--- config.mk ---
export PLATFORM = sky130hd
export DESIGN_NAME = tesf_shaper
export DESIGN_NICKNAME = d
export VERILOG_FILES = /design/src/rtl/tesf_carrier_div.v /design/src/rtl/tesf_edge_gen.v /design/src/rtl/tesf_shaper.v
export VERILOG_INCLUDE_DIRS = /design/src /design/src/include
export SDC_FILE = /design/constraint.sdc
export NUM_CORES = 1
export LEC_CHECK = 0
export BUFFER_PORTS_ARGS = -buffer_cell sky130_fd_sc_hd__buf_2
export CORE_ASPECT_RATIO = 1.2
export CORE_MARGIN = 2
export CORE_UTILIZATION = 35
export CTS_CLUSTER_DIAMETER = 40
export CTS_CLUSTER_SIZE = 25
export DETAILED_ROUTE_END_ITERATION = 16
export SLEW_MARGIN = 10
export SYNTH_ARGS = -nofsm -noshare
export SYNTH_HDL_FRONTEND = slang
export SYNTH_SLANG_ARGS = --single-unit
--- constraint.sdc ---
create_clock -name CLOCK -period 82.1 [get_ports CLOCK]
set_input_delay 16.42 -clock CLOCK [delete_from_list [all_inputs] [get_ports CLOCK]]
set_output_delay 16.42 -clock CLOCK [all_outputs]
set_load 0.1 [all_outputs]
--- src/include/tesf_defs.vh ---
/*
 * Register offsets, field positions, reset values and timing figures of the
 * Type F transmit edge shaper.
 * Assumes it is included by bare name from the shaper's design files.
 */
`ifndef TESF_DEFS_VH
`define TESF_DEFS_VH

`define TESF_ADDR_W 8
`define TESF_OFS_CFG212 8'h36
`define TESF_OFS_LEN212 8'h37
`define TESF_OFS_RES424 8'h38
`define TESF_OFS_MTH424 8'h39
`define TESF_OFS_RES212 8'h40
`define TESF_OFS_MTH212 8'h41
`define TESF_OFS_CTRL 8'h42
`define TESF_OFS_STAT 8'h43

`define TESF_CFG_MASK 8'h77
`define TESF_LEN_MASK 8'h9f
`define TESF_CTRL_MASK 8'h03
`define TESF_FALL_MSB 7
`define TESF_FALL_LSB 4
`define TESF_RISE_MSB 3
`define TESF_RISE_LSB 0
`define TESF_TCF_MSB 6
`define TESF_TCF_LSB 4
`define TESF_TCR_MSB 2
`define TESF_TCR_LSB 0
`define TESF_LEN_DBL 7
`define TESF_LEN_MSB 4
`define TESF_LEN_LSB 0
`define TESF_CTRL_EN 0
`define TESF_CTRL_RATE 1

`define TESF_RST_CFG 8'h00
`define TESF_RST_LEN 8'h00
`define TESF_RST_RES 8'h00
`define TESF_RST_MTH 8'h11
`define TESF_RST_CTRL 8'h00

`define TESF_STY_LIN1 4'h1
`define TESF_STY_LIN3 4'h3
`define TESF_STY_LUT 4'h4
`define TESF_STY_LUT_ADJ 4'h5
`define TESF_STY_LUT_RAW 4'h6

`define TESF_AMP_FULL 8'hff
`define TESF_AMP_OFF 8'h00

`define TESF_CLK_KHZ 20000
`define TESF_CARRIER_KHZ 13560

`endif

--- src/rtl/tesf_carrier_div.v ---
/*
 * Carrier-rate divider: a fractional accumulator that turns the system clock
 * into one-cycle enables at the carrier rate, and a transition-state enable
 * that is every carrier tick, or every second one when doubling is on.
 * Assumes the carrier is slower than the system clock.
 */
`timescale 1ns/100ps
`include "tesf_defs.vh"

module tesf_carrier_div #(
	parameter CLK_KHZ = `TESF_CLK_KHZ,
	parameter CARRIER_KHZ = `TESF_CARRIER_KHZ
) (
	input wire clk,
	input wire rst_n,
	input wire dbl,
	output reg state_tick
);

	// Rates are given in kHz, so sixteen bits hold them.
	localparam [31:0] INC_W = CARRIER_KHZ;
	localparam [31:0] MODV_W = CLK_KHZ;
	localparam [15:0] INC = INC_W[15:0];
	localparam [15:0] MODV = MODV_W[15:0];

	reg [15:0] acc_r;
	reg half_r;
	wire [16:0] sum = {1'b0, acc_r} + {1'b0, INC};
	wire wrap = (sum >= {1'b0, MODV});

	////////////////////////////////////////////////////////////////////////
	always @(posedge clk) begin
		if (!rst_n) begin
			acc_r <= 16'h0000;
			half_r <= 1'b0;
			state_tick <= 1'b0;
		end else begin
			if (wrap)
				acc_r <= sum[15:0] - MODV;
			else
				acc_r <= sum[15:0];
			// A doubled state waits for two carrier ticks.
			if (wrap)
				half_r <= dbl ? ~half_r : 1'b0;
			state_tick <= wrap & (~dbl | half_r);
		end
	end

endmodule // tesf_carrier_div

--- src/rtl/tesf_edge_gen.v ---
/*
 * Combinational edge shape: the amplitude for one transition state of a
 * falling or rising edge from style code, style field, step, length,
 * residual level and transmitter supply measurement.
 * Assumes step runs 1..len and len is not zero.
 */
`timescale 1ns/100ps
`include "tesf_defs.vh"

module tesf_edge_gen (
	input wire [3:0] style,
	input wire [2:0] cfg,
	input wire [4:0] step,
	input wire [4:0] len,
	input wire rising,
	input wire [7:0] residual,
	input wire [7:0] supply,
	output reg [7:0] amp,
	output wire reserved
);

	// Four fixed progress curves of eight points each.
	function [7:0] lut_val;
		input [1:0] tbl;
		input [2:0] idx;
		reg [63:0] row;
		begin
			case (tbl)
			2'd0: row = 64'h2040_6080_a0c0_e0ff;
			2'd1: row = 64'h0818_3860_98c8_e8ff;
			2'd2: row = 64'h4070_98b8_d0e4_f4ff;
			2'd3: row = 64'h0408_1020_4070_b0ff;
			default: row = 64'h2040_6080_a0c0_e0ff;
			endcase
			lut_val = row[(7 - idx) * 8 +: 8];
		end
	endfunction

	// Piecewise line through knees lifted by the time constant.
	function [7:0] seg_val;
		input [1:0] segs;
		input [2:0] tc;
		input [7:0] p;
		reg [8:0] k1;
		reg [8:0] k2;
		reg [16:0] t;
		begin
			k1 = 9'd85 + {2'b00, tc, 4'h0};
			k2 = 9'd170 + {3'b000, tc, 3'h0};
			t = 17'h00000;
			if (segs == 2'd2) begin
				k1 = 9'd128 + {2'b00, tc, 4'h0};
				if (p < 8'd128)
					t = ({8'h00, p} * k1) >> 7;
				else
					t = {8'h00, k1} + ((({9'h000, p} - 17'd128)
						* (17'd255 - {8'h00, k1})) >> 7);
			end else if (segs == 2'd3) begin
				if (p < 8'd85)
					t = ({8'h00, p} * k1) / 17'd85;
				else if (p < 8'd170)
					t = {8'h00, k1} + ((({9'h000, p} - 17'd85)
						* ({8'h00, k2} - {8'h00, k1})) / 17'd85);
				else
					t = {8'h00, k2} + ((({9'h000, p} - 17'd170)
						* (17'd255 - {8'h00, k2})) / 17'd85);
			end else
				t = {9'h000, p};
			seg_val = (t > 17'd255) ? 8'hff : t[7:0];
		end
	endfunction

	reg [12:0] prog;
	reg [7:0] p;
	reg [7:0] f;
	reg [15:0] adj;
	reg [7:0] span;
	reg [16:0] d;

	assign reserved = (style < `TESF_STY_LIN1) |
		(style > `TESF_STY_LUT_RAW);

	always @* begin
		// A length cleared in mid-edge must not divide by zero.
		if (len == 5'd0)
			prog = 13'h00ff;
		else
			prog = ({8'h00, step} * 13'd255) / {8'h00, len};
		p = prog[7:0];
		adj = 16'h0000;
		case (style)
		4'h2: f = seg_val(2'd2, cfg, p);
		4'h3: f = seg_val(2'd3, cfg, p);
		`TESF_STY_LUT: f = lut_val(cfg[1:0] | {2{cfg[2]}}, p[7:5]);
		`TESF_STY_LUT_ADJ: begin
			// Shape stretched by supply, then corrected toward the line.
			adj = {8'h00, lut_val(cfg[1:0] | {2{cfg[2]}}, p[7:5])} *
				{8'h00, supply};
			f = {1'b0, adj[15:9]} + {1'b0, p[7:1]};
		end
		`TESF_STY_LUT_RAW: begin
			adj = {8'h00, lut_val(cfg[1:0] | {2{cfg[2]}}, p[7:5])} *
				{8'h00, supply};
			f = adj[15:8];
		end
		default: f = p;
		endcase
		if (step == len)
			f = 8'hff;
		span = `TESF_AMP_FULL - residual;
		d = ({9'h000, span} * {9'h000, f} + {9'h000, span}) >> 8;
		if (rising)
			amp = residual + d[7:0];
		else
			amp = `TESF_AMP_FULL - d[7:0];
	end

endmodule // tesf_edge_gen

--- src/rtl/tesf_shaper.v ---
/*
 * Type F transmit edge shaper: register file and the state machine that
 * steps the transmitter amplitude between full carrier and the residual
 * level on each modulation edge.
 * Assumes a 20 MHz clock, software on a plain strobe port, and a modulation
 * request level from the encoder that is synchronous to the clock.
 */
// Design decision made here: strobed register access.
// What this block does
// - The 424k residual setting is an 8-bit linear level, 0x00 off, 0xff full.
// - The falling nibble in bits 7:4 picks the method; 1..3 are linear segments.
// - The rising nibble in bits 3:0 uses the same codes: 1..3 linear, 4..6 table.
// - Code 4 uses the table as is, 5 adapts to supply with correction, 6 without.
// - For a linear falling style, config bits 6:4 are the fall time constant.
// - For a linear rising style, config bits 2:0 are the rise time constant.
// - For a table style, the edge's config field selects table 0 to 3.
// - Length bit 7 makes every transition state last two carrier cycles.
// - Length bits 4:0 give the state count of both edges; bits 6:5 reserved.
`timescale 1ns/100ps
`include "tesf_defs.vh"

module tesf_shaper #(
	parameter CLK_KHZ = `TESF_CLK_KHZ,
	parameter CARRIER_KHZ = `TESF_CARRIER_KHZ
) (
	input wire CLOCK,
	input wire RST_N,
	input wire [7:0] REG_ADDR,
	input wire [7:0] REG_WDATA,
	input wire REG_WR,
	input wire REG_RD,
	output reg [7:0] REG_RDATA,
	input wire MOD_REQ,
	input wire [7:0] TX_SUPPLY,
	output reg [7:0] AMPLITUDE,
	output reg EDGE_BUSY
);

	localparam [1:0] ST_HIGH = 2'd0;
	localparam [1:0] ST_FALL = 2'd1;
	localparam [1:0] ST_LOW = 2'd2;
	localparam [1:0] ST_RISE = 2'd3;

	reg [7:0] cfg212_r;
	reg [7:0] len212_r;
	reg [7:0] res424_r;
	reg [7:0] mth424_r;
	reg [7:0] res212_r;
	reg [7:0] mth212_r;
	reg [7:0] ctrl_r;
	reg [1:0] st_r;
	reg [1:0] st_nxt;
	reg [4:0] step_r;
	reg [4:0] step_nxt;
	reg [7:0] amp_nxt;
	reg rsv_r;

	wire tick;
	wire [7:0] gen_amp;
	wire gen_rsv;

	////////////////////////////////////////////////////////////////////////
	// Active method and residual, chosen by the rate bit; config and length always come from the 212k registers.

	wire rate424 = ctrl_r[`TESF_CTRL_RATE];
	wire enable = ctrl_r[`TESF_CTRL_EN];
	wire [7:0] method = rate424 ? mth424_r : mth212_r;
	wire [7:0] residual = rate424 ? res424_r : res212_r;
	wire rising = (st_r == ST_RISE);
	wire [3:0] style = rising ?
		method[`TESF_RISE_MSB:`TESF_RISE_LSB] :
		method[`TESF_FALL_MSB:`TESF_FALL_LSB];
	wire [2:0] cfg = rising ?
		cfg212_r[`TESF_TCR_MSB:`TESF_TCR_LSB] :
		cfg212_r[`TESF_TCF_MSB:`TESF_TCF_LSB];
	wire [4:0] len = len212_r[`TESF_LEN_MSB:`TESF_LEN_LSB];
	wire [4:0] step_up = step_r + 5'd1;

	tesf_carrier_div #(
		.CLK_KHZ(CLK_KHZ),
		.CARRIER_KHZ(CARRIER_KHZ)
	) u_div (
		.clk(CLOCK),
		.rst_n(RST_N),
		.dbl(len212_r[`TESF_LEN_DBL]),
		.state_tick(tick)
	);

	tesf_edge_gen u_gen (
		.style(style),
		.cfg(cfg),
		.step(step_up),
		.len(len),
		.rising(rising),
		.residual(residual),
		.supply(TX_SUPPLY),
		.amp(gen_amp),
		.reserved(gen_rsv)
	);

	////////////////////////////////////////////////////////////////////////
	// Edge sequencer. An edge always runs to its end before the opposite
	// one starts, so a short pulse on the request never leaves a half step.

	always @* begin
		st_nxt = st_r;
		step_nxt = step_r;
		amp_nxt = AMPLITUDE;
		case (st_r)
		ST_HIGH: begin
			amp_nxt = `TESF_AMP_FULL;
			step_nxt = 5'd0;
			if (enable && MOD_REQ) begin
				if (len == 5'd0) begin
					st_nxt = ST_LOW;
					amp_nxt = residual;
				end else
					st_nxt = ST_FALL;
			end
		end
		ST_FALL: begin
			if (tick) begin
				amp_nxt = gen_amp;
				step_nxt = step_up;
				if (step_up >= len) begin
					st_nxt = ST_LOW;
					step_nxt = 5'd0;
				end
			end
		end
		ST_LOW: begin
			amp_nxt = residual;
			step_nxt = 5'd0;
			if (!MOD_REQ || !enable) begin
				if (len == 5'd0) begin
					st_nxt = ST_HIGH;
					amp_nxt = `TESF_AMP_FULL;
				end else
					st_nxt = ST_RISE;
			end
		end
		ST_RISE: begin
			if (tick) begin
				amp_nxt = gen_amp;
				step_nxt = step_up;
				if (step_up >= len) begin
					st_nxt = ST_HIGH;
					step_nxt = 5'd0;
				end
			end
		end
		default: begin
			st_nxt = ST_HIGH;
			step_nxt = 5'd0;
			amp_nxt = `TESF_AMP_FULL;
		end
		endcase
	end

	always @(posedge CLOCK) begin
		if (!RST_N) begin
			st_r <= ST_HIGH;
			step_r <= 5'd0;
			AMPLITUDE <= `TESF_AMP_FULL;
			EDGE_BUSY <= 1'b0;
			rsv_r <= 1'b0;
		end else begin
			st_r <= st_nxt;
			step_r <= step_nxt;
			AMPLITUDE <= amp_nxt;
			EDGE_BUSY <= (st_nxt == ST_FALL) || (st_nxt == ST_RISE);
			// Sticky until written; a new hit in the clearing cycle wins.
			if ((st_r == ST_FALL || st_r == ST_RISE) && gen_rsv)
				rsv_r <= 1'b1;
			else if (REG_WR && REG_ADDR == `TESF_OFS_STAT && REG_WDATA[1])
				rsv_r <= 1'b0;
		end
	end

	////////////////////////////////////////////////////////////////////////
	// Register file. Reserved bits are not stored and read as zero.

	always @(posedge CLOCK) begin
		if (!RST_N) begin
			cfg212_r <= `TESF_RST_CFG;
			len212_r <= `TESF_RST_LEN;
			res424_r <= `TESF_RST_RES;
			mth424_r <= `TESF_RST_MTH;
			res212_r <= `TESF_RST_RES;
			mth212_r <= `TESF_RST_MTH;
			ctrl_r <= `TESF_RST_CTRL;
		end else if (REG_WR) begin
			case (REG_ADDR)
			`TESF_OFS_CFG212: cfg212_r <= REG_WDATA & `TESF_CFG_MASK;
			`TESF_OFS_LEN212: len212_r <= REG_WDATA & `TESF_LEN_MASK;
			`TESF_OFS_RES424: res424_r <= REG_WDATA;
			`TESF_OFS_MTH424: mth424_r <= REG_WDATA;
			`TESF_OFS_RES212: res212_r <= REG_WDATA;
			`TESF_OFS_MTH212: mth212_r <= REG_WDATA;
			`TESF_OFS_CTRL: ctrl_r <= REG_WDATA & `TESF_CTRL_MASK;
			default: ctrl_r <= ctrl_r;
			endcase
		end
	end

	always @(posedge CLOCK) begin
		if (!RST_N)
			REG_RDATA <= 8'h00;
		else if (REG_RD) begin
			case (REG_ADDR)
			`TESF_OFS_CFG212: REG_RDATA <= cfg212_r;
			`TESF_OFS_LEN212: REG_RDATA <= len212_r;
			`TESF_OFS_RES424: REG_RDATA <= res424_r;
			`TESF_OFS_MTH424: REG_RDATA <= mth424_r;
			`TESF_OFS_RES212: REG_RDATA <= res212_r;
			`TESF_OFS_MTH212: REG_RDATA <= mth212_r;
			`TESF_OFS_CTRL: REG_RDATA <= ctrl_r;
			`TESF_OFS_STAT: REG_RDATA <= {3'b000, step_r[2:0], rsv_r,
				EDGE_BUSY};
			default: REG_RDATA <= 8'h00;
			endcase
		end else
			REG_RDATA <= 8'h00;
	end

endmodule // tesf_shaper

==> impl_metrics.ini, run 1 <==
[outcome]
run_status = completed

[clock_tree]
post_cts_buffers = 0
path_clk_slew_ps = 70
clkSinkCount = 85
cts-resized-gates = 0
insertion_delay_ps = 340
cts_tree = done
clockRootBuffer = clkbuf_16
h-tree-depth = 3
numCtsBuffers = 9
cts.path.max_buffers = 2
hold_buffers = 0

[synthesis]
synthArstFlopShare = 0
yosysSeqAreaShare = 0.0491
synth.ff_latch_count = 85
yosys-top-cells-area = ha_1, fa_1, inv_1, xnor2_1, dfxtp_1
netlist.area_leader.share = 0.169
syn-num-nets = 5288
avgSynthCellArea_sq_um = 7.65
yosys_warnings = 0
synth_enable_flop_cells = 0
synthFlopType = dfxtp_1
synth_area_leader_cell = ha_1
syn_area_sq_mm = 0.0346
syn_inst = 4525
synth.distinct_cells = 142

[finish]
final_cells = 5777
final_nets = 5255
drive_gt1_frac = 0.0598
final_common_cell = inv_1
areaGrowthSynthToFinish_pct = 5.17
num_antenna_cells = 0
layout_common_cells = inv_1, ha_1, nand2_1, nor2_1, fa_1
final_util = 0.371

[placed_design]
dpl.hpwl_mm = 78.6
io_buffers = 45
finalWeightedCongestion = 0.916
dp.cells = 5761

[sta]
rsz0062_at_grt = false
clock_skew_ps = 10.7
period_share = 0.678
worst_slew_pin_slew_ps = 1130
max_slew_margin = 0.234
period_minus_slack_ps = 55630
fin_setup_tns_ps = 0
setup_viol = 0
fmax_ghz = 0.0180
hold_violations = 0
slew_viol_final = 0

[floorplanning]
die_h_microns = 349
row_count = 126
die_area_sq_mm = 0.101
fp.coreArea_sq_mm = 0.0982
initial_core_util = 0.353
die_x_microns = 291
ios = 46

[global_route]
grt_pass1_wl_mm = 159
first_global_vias = 31500
track_usage = 0.186
grt_antenna_before_repair = 0
grt_max_degree = 80
grt_overflow_total = 0

[power]
power_density_mw_per_mm2 = 29.0
vdd_drop_max_v = 0.0000589
power_leakage_nw = 16.7

[critical_path]
arrival_ps = 55810
critPathKind = flip-flop to flip-flop
crit_slowest_cell = nor3_2
reg2reg_depth = 213
crit_top_cell = ha_1
end_kind = flip-flop
critPathLaunchType = flip-flop
crit_fanout = 26
cpPeakStageDelay_ps = 930
required_ps = 82280

[detailed_routing]
vias = 31800
firstDrtPassIters = 7
antenna_left = 0
avgRoutedWirePerCell_microns = 16.7
via_per_inst = 5.51
remaining_drc_errors = 0
wl_mm = 96.2
drt-initial-drc-count = 1875

[min_path]
min_path_cells = 1
hp-class = flip-flop to flip-flop

[run]
cap_violations = 0
[critical path, delay by kind of cell (launching register included)]
| family | cells | cell delay, ps |
|---|---|---|
| adder cells (fa/ha/maj) | 35 | 13040 |
| XOR/XNOR | 10 | 2100 |
| multiplexers | 8 | 2780 |
| AO/OA/AOI/OAI | 89 | 21840 |
| flip-flops | 1 | 700 |
| buffers and inverters | 20 | 2470 |
| AND/OR/NAND/NOR | 51 | 12430 |
[final timing paths]
path	from	slack (ps)	end
worst min register to register	AMPLITUDE[5]	470	AMPLITUDE[5]
worst min-delay path	AMPLITUDE[5]	470	AMPLITUDE[5]
worst max-delay path	step_r[0]	26470	AMPLITUDE[7]
worst max register to register	step_r[0]	26470	AMPLITUDE[7]
[flip-flops by register name (all words and copies together), names as in the netlist, 5 cells and up, named ones only]
name / count
mth212_r: 8
u_div.acc_r: 13
REG_RDATA: 8
step_r: 5
mth424_r: 8
len212_r: 6
AMPLITUDE: 8
cfg212_r: 6
res212_r: 8
res424_r: 8
[report_power, final]
part | switching, W | internal, W | total (W)
clock network | 0.0000170 | 0.0000223 | 0.0000392
registers | 0.00000329 | 0.0000441 | 0.0000473
logic | 0.000600 | 0.000369 | 0.000969
[synthesized netlist by cell type, types with 27 or more instances]
cell,n
or3_1,29
ha_1,467
and2_1,90
dfxtp_1,85
xnor2_1,207
o21bai_1,38
xor2_1,69
nor2b_1,71
o21ai_0,204
a21boi_0,38
o211ai_1,40
a31oi_1,41
a21o_1,49
mux2_2,28
mux2i_1,100
nand3_1,94
clkbuf_1,79
fa_1,267
inv_1,575
nand2b_1,44
a21oi_1,242
nor3_1,119
nor2_1,390
or2_2,27
a211oi_1,47
o21a_1,66
nand2_1,431
o22ai_1,27
[layer usage]
metal  routed length, microns  track usage  vias to the layer above
li1                         -            -                    15700
met1                    41800        0.227                    15300
met2                    48300        0.345                      660
met3                     2880      0.00885                      155
met4                     3290       0.0614                        0
met5                        0            0                        -
[area by class of cell]
class / count / area, sq um
Fill cell: 10300 / 61800
Timing Repair Buffer: 88 / 548
Sequential cell: 85 / 1700
Multi-Input combinational cell: 3720 / 30100
Clock inverter: 4 / 32.5
Clock buffer: 12 / 256
Inverter: 588 / 2210
Tap cell: 1280 / 1600
[logic make-up (layout without fill, tap and decap cells)]
logic type / after synthesis / after routing / share of synthesized area
compound gates: 1131 / 1131 / 0.229
buf+inv: 720 / 692 / 0.0835
fa+ha+maj: 745 / 745 / 0.326
flops: 85 / 85 / 0.0491
mux: 141 / 141 / 0.0450
xor+xnor: 279 / 279 / 0.0712
simple gates: 1424 / 1424 / 0.196
[per-stage QoR]
step | hold WS, ps | worst slack (ps) | instance area [sq um] | total power [W]
after floorplan | 436 | 34280 | 34600 | 0.000792
after global placement | 451 | 28540 | 36100 | 0.000999
after detailed placement | 454 | 26920 | 36100 | 0.00100
after CTS | 473 | 26800 | 36400 | 0.00105
after global routing | 499 | 21670 | 36400 | 0.00116
final | 472 | 26470 | 36400 | 0.00106
Note: power is estimated with default switching activity, not from simulation.
==> run 2: changes to the inputs <==
--- a/config.mk
+++ b/config.mk
@@ -6,6 +6,7 @@
 export SDC_FILE = /design/constraint.sdc
 export NUM_CORES = 1
 export LEC_CHECK = 0
+export ABC_AREA = 1
 export BUFFER_PORTS_ARGS = -buffer_cell sky130_fd_sc_hd__buf_2
 export CORE_ASPECT_RATIO = 1.2
 export CORE_MARGIN = 2
==> constraint.sdc (replaced) <==
create_clock -name CLOCK -period 47.1 [get_ports CLOCK]
set_input_delay 9.42 -clock CLOCK [delete_from_list [all_inputs] [get_ports CLOCK]]
set_output_delay 9.42 -clock CLOCK [all_outputs]
set_load 0.1 [all_outputs]
==> run 2 against run 1 <==
Count of clock-buffer cells in the layout fell by 1. Cell count grew 5.0%. Sequential share of layout area grew 0.12 points. Global-route usage down 1.7 points. Core utilization rose by 1.4 points. Final area down 2.3%. Register-to-register slack worse by 23000 ps. Non-clock buffer count rose by 47. Area after synthesis down 5.7%. Worst hold slack got worse by 13 ps.
==> impl_metrics.ini, run 2 <==
[outcome]
run_status = completed

[global_route]
grt_max_degree = 52
first_global_vias = 28300
grt_overflow_total = 0
grt_antenna_before_repair = 0
grt_pass1_wl_mm = 136
track_usage = 0.169

[synthesis]
synth.distinct_cells = 88
synth_commonest_cells = inv_1, nand2_1, ha_1, nor2_1, fa_1
avgSynthCellArea_sq_um = 6.89
yosysMostFrequentCell = inv_1
yosys_warnings = 0
netlist.area_leader.share = 0.179
syn-num-nets = 5507
syn_inst = 4744
synthFlopType = dfxtp_1
synth_enable_flop_cells = 0
synthArstFlopShare = 0
synth_area_leader_cell = ha_1
synth.ff_latch_count = 85
yosysSeqAreaShare = 0.0521
yosys-top-cells-area = ha_1, fa_1, inv_1, nand2_1, dfxtp_1
syn_area_sq_mm = 0.0327

[finish]
largest_reg_flops = 13
layout_common_cells = inv_1, nand2_1, ha_1, nor2_1, fa_1
areaGrowthSynthToFinish_pct = 8.94
multiInputGateArea_sq_mm = 0.0269
stdcell_area_sq_mm = 0.0356
regMostFlops = u_div.acc_r
num-fill-cells = 9802
num_antenna_cells = 0
final_common_cell = inv_1
final_nets = 5584
regArea_sq_mm = 0.00171
drive_gt1_frac = 0.122

[clock_tree]
cts_tree = done
hold_buffers = 0
numCtsBuffers = 9
h-tree-depth = 3
clockRootBuffer = clkbuf_16
path_clk_slew_ps = 60
clkSinkCount = 85
cts.path.max_buffers = 2
insertion_delay_ps = 350

[critical_path]
cp.buffers_inverters = 46
end_kind = flip-flop
required_ps = 47340
arrival_ps = 43950
critPathLaunchType = flip-flop
critPathKind = flip-flop to flip-flop
cpPeakStageDelay_ps = 630
crit_fanout = 15
crit_top_cell = nand2_1
crit_slowest_cell = fa_2
crit_family = simple AND/OR/NAND/NOR gates

[floorplanning]
initial_core_util = 0.354
die_h_microns = 339
die_area_sq_mm = 0.0958
fp.coreArea_sq_mm = 0.0924
row_count = 122
die_x_microns = 283
ios = 46

[min_path]
hp-class = flip-flop to flip-flop

[detailed_routing]
firstDrtPassIters = 5
antenna_left = 0
remaining_drc_errors = 0
drt-initial-drc-count = 1273
via_per_inst = 4.78
vias = 29000
avgRoutedWirePerCell_microns = 13.5
wl_mm = 81.8

[sta]
period_minus_slack_ps = 43700
worst_slew_pin_slew_ps = 1030
max_slew_margin = 0.309
fmax_ghz = 0.0229
slew_viol_final = 0
hold_violations = 0
setup_viol = 0
period_share = 0.928
clock_skew_ps = 5.61

[run]
cap_violations = 0

[placed_design]
place_area_sq_mm = 0.0343
finalWeightedCongestion = 0.868
io_buffers = 45
dpl.hpwl_mm = 67.8
==> run 2: per-stage QoR <==
step	util	hold WS, ps	worst slack (ps)	instances	setup TNS, ps
after floorplan	-	417	5510	4744	0
after global placement	0.372	435	403	5991	0
after detailed placement	0.372	444	-526	5991	-727
after CTS	0.376	458	144	6010	0
after global routing	0.385	468	-227	6066	-227
final	0.385	459	3400	6066	0
==> run 2: worst reg2reg max path: cells and delay by family, from the launching register on <==
kind,cells,cell delay [ps]
and+or+nand+nor,133,13690
AOI/OAI and AO/OA,70,11450
xor gates and xnor gates,6,1270
DFF,1,390
buffers and inverters,46,4140
adders and majority gates,35,12630
==> run 2: kinds of logic after synthesis <==
logic type,count (synthesis),synth area share
simple gates,1834,0.270
buf+inv,1159,0.139
fa+ha+maj,734,0.343
compound gates,649,0.120
xor+xnor,283,0.0765
flops,85,0.0521
==> run 2: final cells by class <==
class | count | share of cell area
Multi-Input combinational cell | 3502 | 0.756
Inverter | 1088 | 0.117
Sequential cell | 85 | 0.0480
Tap cell | 1240 | 0.0436
Timing Repair Buffer | 135 | 0.0262
Clock buffer | 11 | 0.00682
Clock inverter | 5 | 0.00236
==> run 2: routing by layer <==
metal  up-vias  track usage  wire [microns]  share of wire
li1      14900            -               -              -
met1     13700        0.207           35400           0.43
met2       363        0.322           42900           0.52
met3        80      0.00613            1850          0.023
met4         0       0.0345            1710          0.021
met5         -            0               0              0
==> run 2: path summary, 6_finish.rpt <==
kind                                     start              to  slack (ps)  depth (start not counted)
worst max-delay path                 step_r[1]    AMPLITUDE[7]        3400                        290
worst min-delay path            u_div.acc_r[3]  u_div.acc_r[3]         460                          1
worst max register to register       step_r[1]    AMPLITUDE[7]        3400                        290
worst min register to register  u_div.acc_r[3]  u_div.acc_r[3]         460                          1
==> run 2: what timing repair did <==
item                                   4_1_cts  5_1_grt
setup buffers                                3       54
endpoints found under the hold margin        0        0
cloned                                       0        2
setup endpoints to repair                    4        8
pin swaps                                    1       25
resized for setup                            5       98
Power of run 2 is left out: the tool's default activity adds up to more than one toggle a clock period on the data nets, which glitch-free logic cannot reach.
==> run 3: changes to the inputs <==
--- a/config.mk
+++ b/config.mk
@@ -8,12 +8,15 @@
 export LEC_CHECK = 0
 export ABC_AREA = 1
 export BUFFER_PORTS_ARGS = -buffer_cell sky130_fd_sc_hd__buf_2
+export CELL_PAD_IN_SITES_DETAIL_PLACEMENT = 1
+export CELL_PAD_IN_SITES_GLOBAL_PLACEMENT = 1
 export CORE_ASPECT_RATIO = 1.2
 export CORE_MARGIN = 2
 export CORE_UTILIZATION = 35
 export CTS_CLUSTER_DIAMETER = 40
 export CTS_CLUSTER_SIZE = 25
 export DETAILED_ROUTE_END_ITERATION = 16
+export PLACE_DENSITY_LB_ADDON = 0.1
 export SLEW_MARGIN = 10
 export SYNTH_ARGS = -nofsm -noshare
 export SYNTH_HDL_FRONTEND = slang
==> run 3 against run 2 <==
Die area unchanged. Via count up 2.0%. Fmax up 0.51%. Cell count up 0.30%. Non-clock buffer count up 19.
==> impl_metrics.ini, run 3 (synthesis results as in run 2) <==
[floorplanning]
row_count = 122
die_h_microns = 339
die_area_sq_mm = 0.0958
die_x_microns = 283
initial_core_util = 0.354
fp.coreArea_sq_mm = 0.0924
ios = 46

[sta]
worst_slew_pin_slew_ps = 1050
slew_viol_final = 0
period_minus_slack_ps = 43480
max_slew_margin = 0.297
fin_setup_tns_ps = 0
period_share = 0.923
setup_viol = 0
hold_violations = 0
clock_skew_ps = 11.1
fmax_ghz = 0.0230

[clock_tree]
insertion_delay_ps = 360
cts.path.max_buffers = 2
path_clk_slew_ps = 70
h-tree-depth = 3
cts_tree = done
numCtsBuffers = 9
clkSinkCount = 85
clockRootBuffer = clkbuf_16

[detailed_routing]
drt-initial-drc-count = 768
vias = 29600
avgRoutedWirePerCell_microns = 16.0
via_per_inst = 4.86
antenna_left = 0
firstDrtPassIters = 5
remaining_drc_errors = 0
wl_mm = 97.5

[critical_path]
timing.rr.start = step_r[1]
arrival_ps = 43740
required_ps = 47350
crit_start = step_r[1]
cp.buffers_inverters = 51
reg2reg_depth = 287
end_kind = flip-flop
crit_top_cell = nand2_1
critPathLaunchType = flip-flop
crit_fanout = 15
r2r-end = AMPLITUDE[7]
crit_slowest_cell = fa_2
r2r_slack_ps = 3620
critPathKind = flip-flop to flip-flop
cpPeakStageDelay_ps = 620
crit_family = simple AND/OR/NAND/NOR gates

[global_route]
grt_overflow_total = 0
grt_pass1_wl_mm = 161
track_usage = 0.206
grt_antenna_before_repair = 1
first_global_vias = 31500
grt_max_degree = 52

[finish]
drive_gt1_frac = 0.132
largest_reg_flops = 13
areaGrowthSynthToFinish_pct = 9.94
layout_common_cells = inv_1, nand2_1, ha_1, nor2_1, fa_1
final_nets = 5602
num-fill-cells = 11900
stdcell_area_sq_mm = 0.0359
final_common_cell = inv_1
regArea_sq_mm = 0.00170
num_antenna_cells = 0
multiInputGateArea_sq_mm = 0.0271
regMostFlops = u_div.acc_r

[min_path]
min_path_cells = 1
holdPathEnd = u_div.acc_r[3]
hp-class = flip-flop to flip-flop
min_from = u_div.acc_r[3]

[placed_design]
io_buffers = 45
finalWeightedCongestion = 0.849
dpl.hpwl_mm = 83.0
place_area_sq_mm = 0.0344

[run]
cap_violations = 0

[outcome]
run_status = completed
==> run 3: layout make-up <==
class,instances,share of cell area
Sequential cell,85,0.0474
Clock inverter,6,0.00195
Timing Repair Buffer,154,0.0302
Multi-Input combinational cell,3501,0.754
Clock buffer,10,0.00665
Inverter,1088,0.116
Tap cell,1240,0.0432
==> run 3: how the worst max path moves through the flow <==
| stage | to | slack (ps) | depth (start not counted) |
|---|---|---|---|
| global route | AMPLITUDE[7] | -320 | 298 |
| CTS | AMPLITUDE[7] | 8 | 289 |
| global placement | AMPLITUDE[7] | -160 | 287 |
| floorplan | AMPLITUDE[7] | 5510 | 297 |
| finish | AMPLITUDE[7] | 3620 | 287 |
| detailed placement | AMPLITUDE[7] | -1280 | 290 |
==> run 3: what timing repair did <==
action                                 4_1_cts  5_1_grt
buffers inserted                             5       64
setup endpoints to repair                    7        8
gates resized for setup                     13      131
cloned                                       0        1
endpoints found under the hold margin        0        0
pin swaps                                    4       32
hold buffers                                 0        0
==> run 3: through the flow <==
step | util | instances | hold slack [ps] | setup WS, ps
after floorplan | - | 4744 | 417 | 5510
after global placement | 0.372 | 5998 | 429 | -159
after detailed placement | 0.372 | 5998 | 464 | -1280
after CTS | 0.377 | 6019 | 476 | 8.11
after global routing | 0.389 | 6084 | 504 | -318
final | 0.389 | 6084 | 458 | 3620
==> run 3: per-layer routing <==
metal | vias to the layer above | global-route usage | routed length, microns
met5 | - | 0 | 0
met1 | 14400 | 0.239 | 41000
met3 | 70 | 0.00414 | 809
li1 | 14900 | - | -
met2 | 168 | 0.411 | 53700
met4 | 0 | 0.0451 | 2010
==> run 3: worst register-to-register path: cells and delay by family, from the launching register on <==
| family | cells | cell delay [ps] |
|---|---|---|
| compound gates | 71 | 11290 |
| xor+xnor | 7 | 1450 |
| fa+ha+maj | 34 | 12560 |
| buf+inv | 51 | 4670 |
| flops | 1 | 390 |
| simple gates | 124 | 13050 |
Power of run 3 is left out for the same reason.
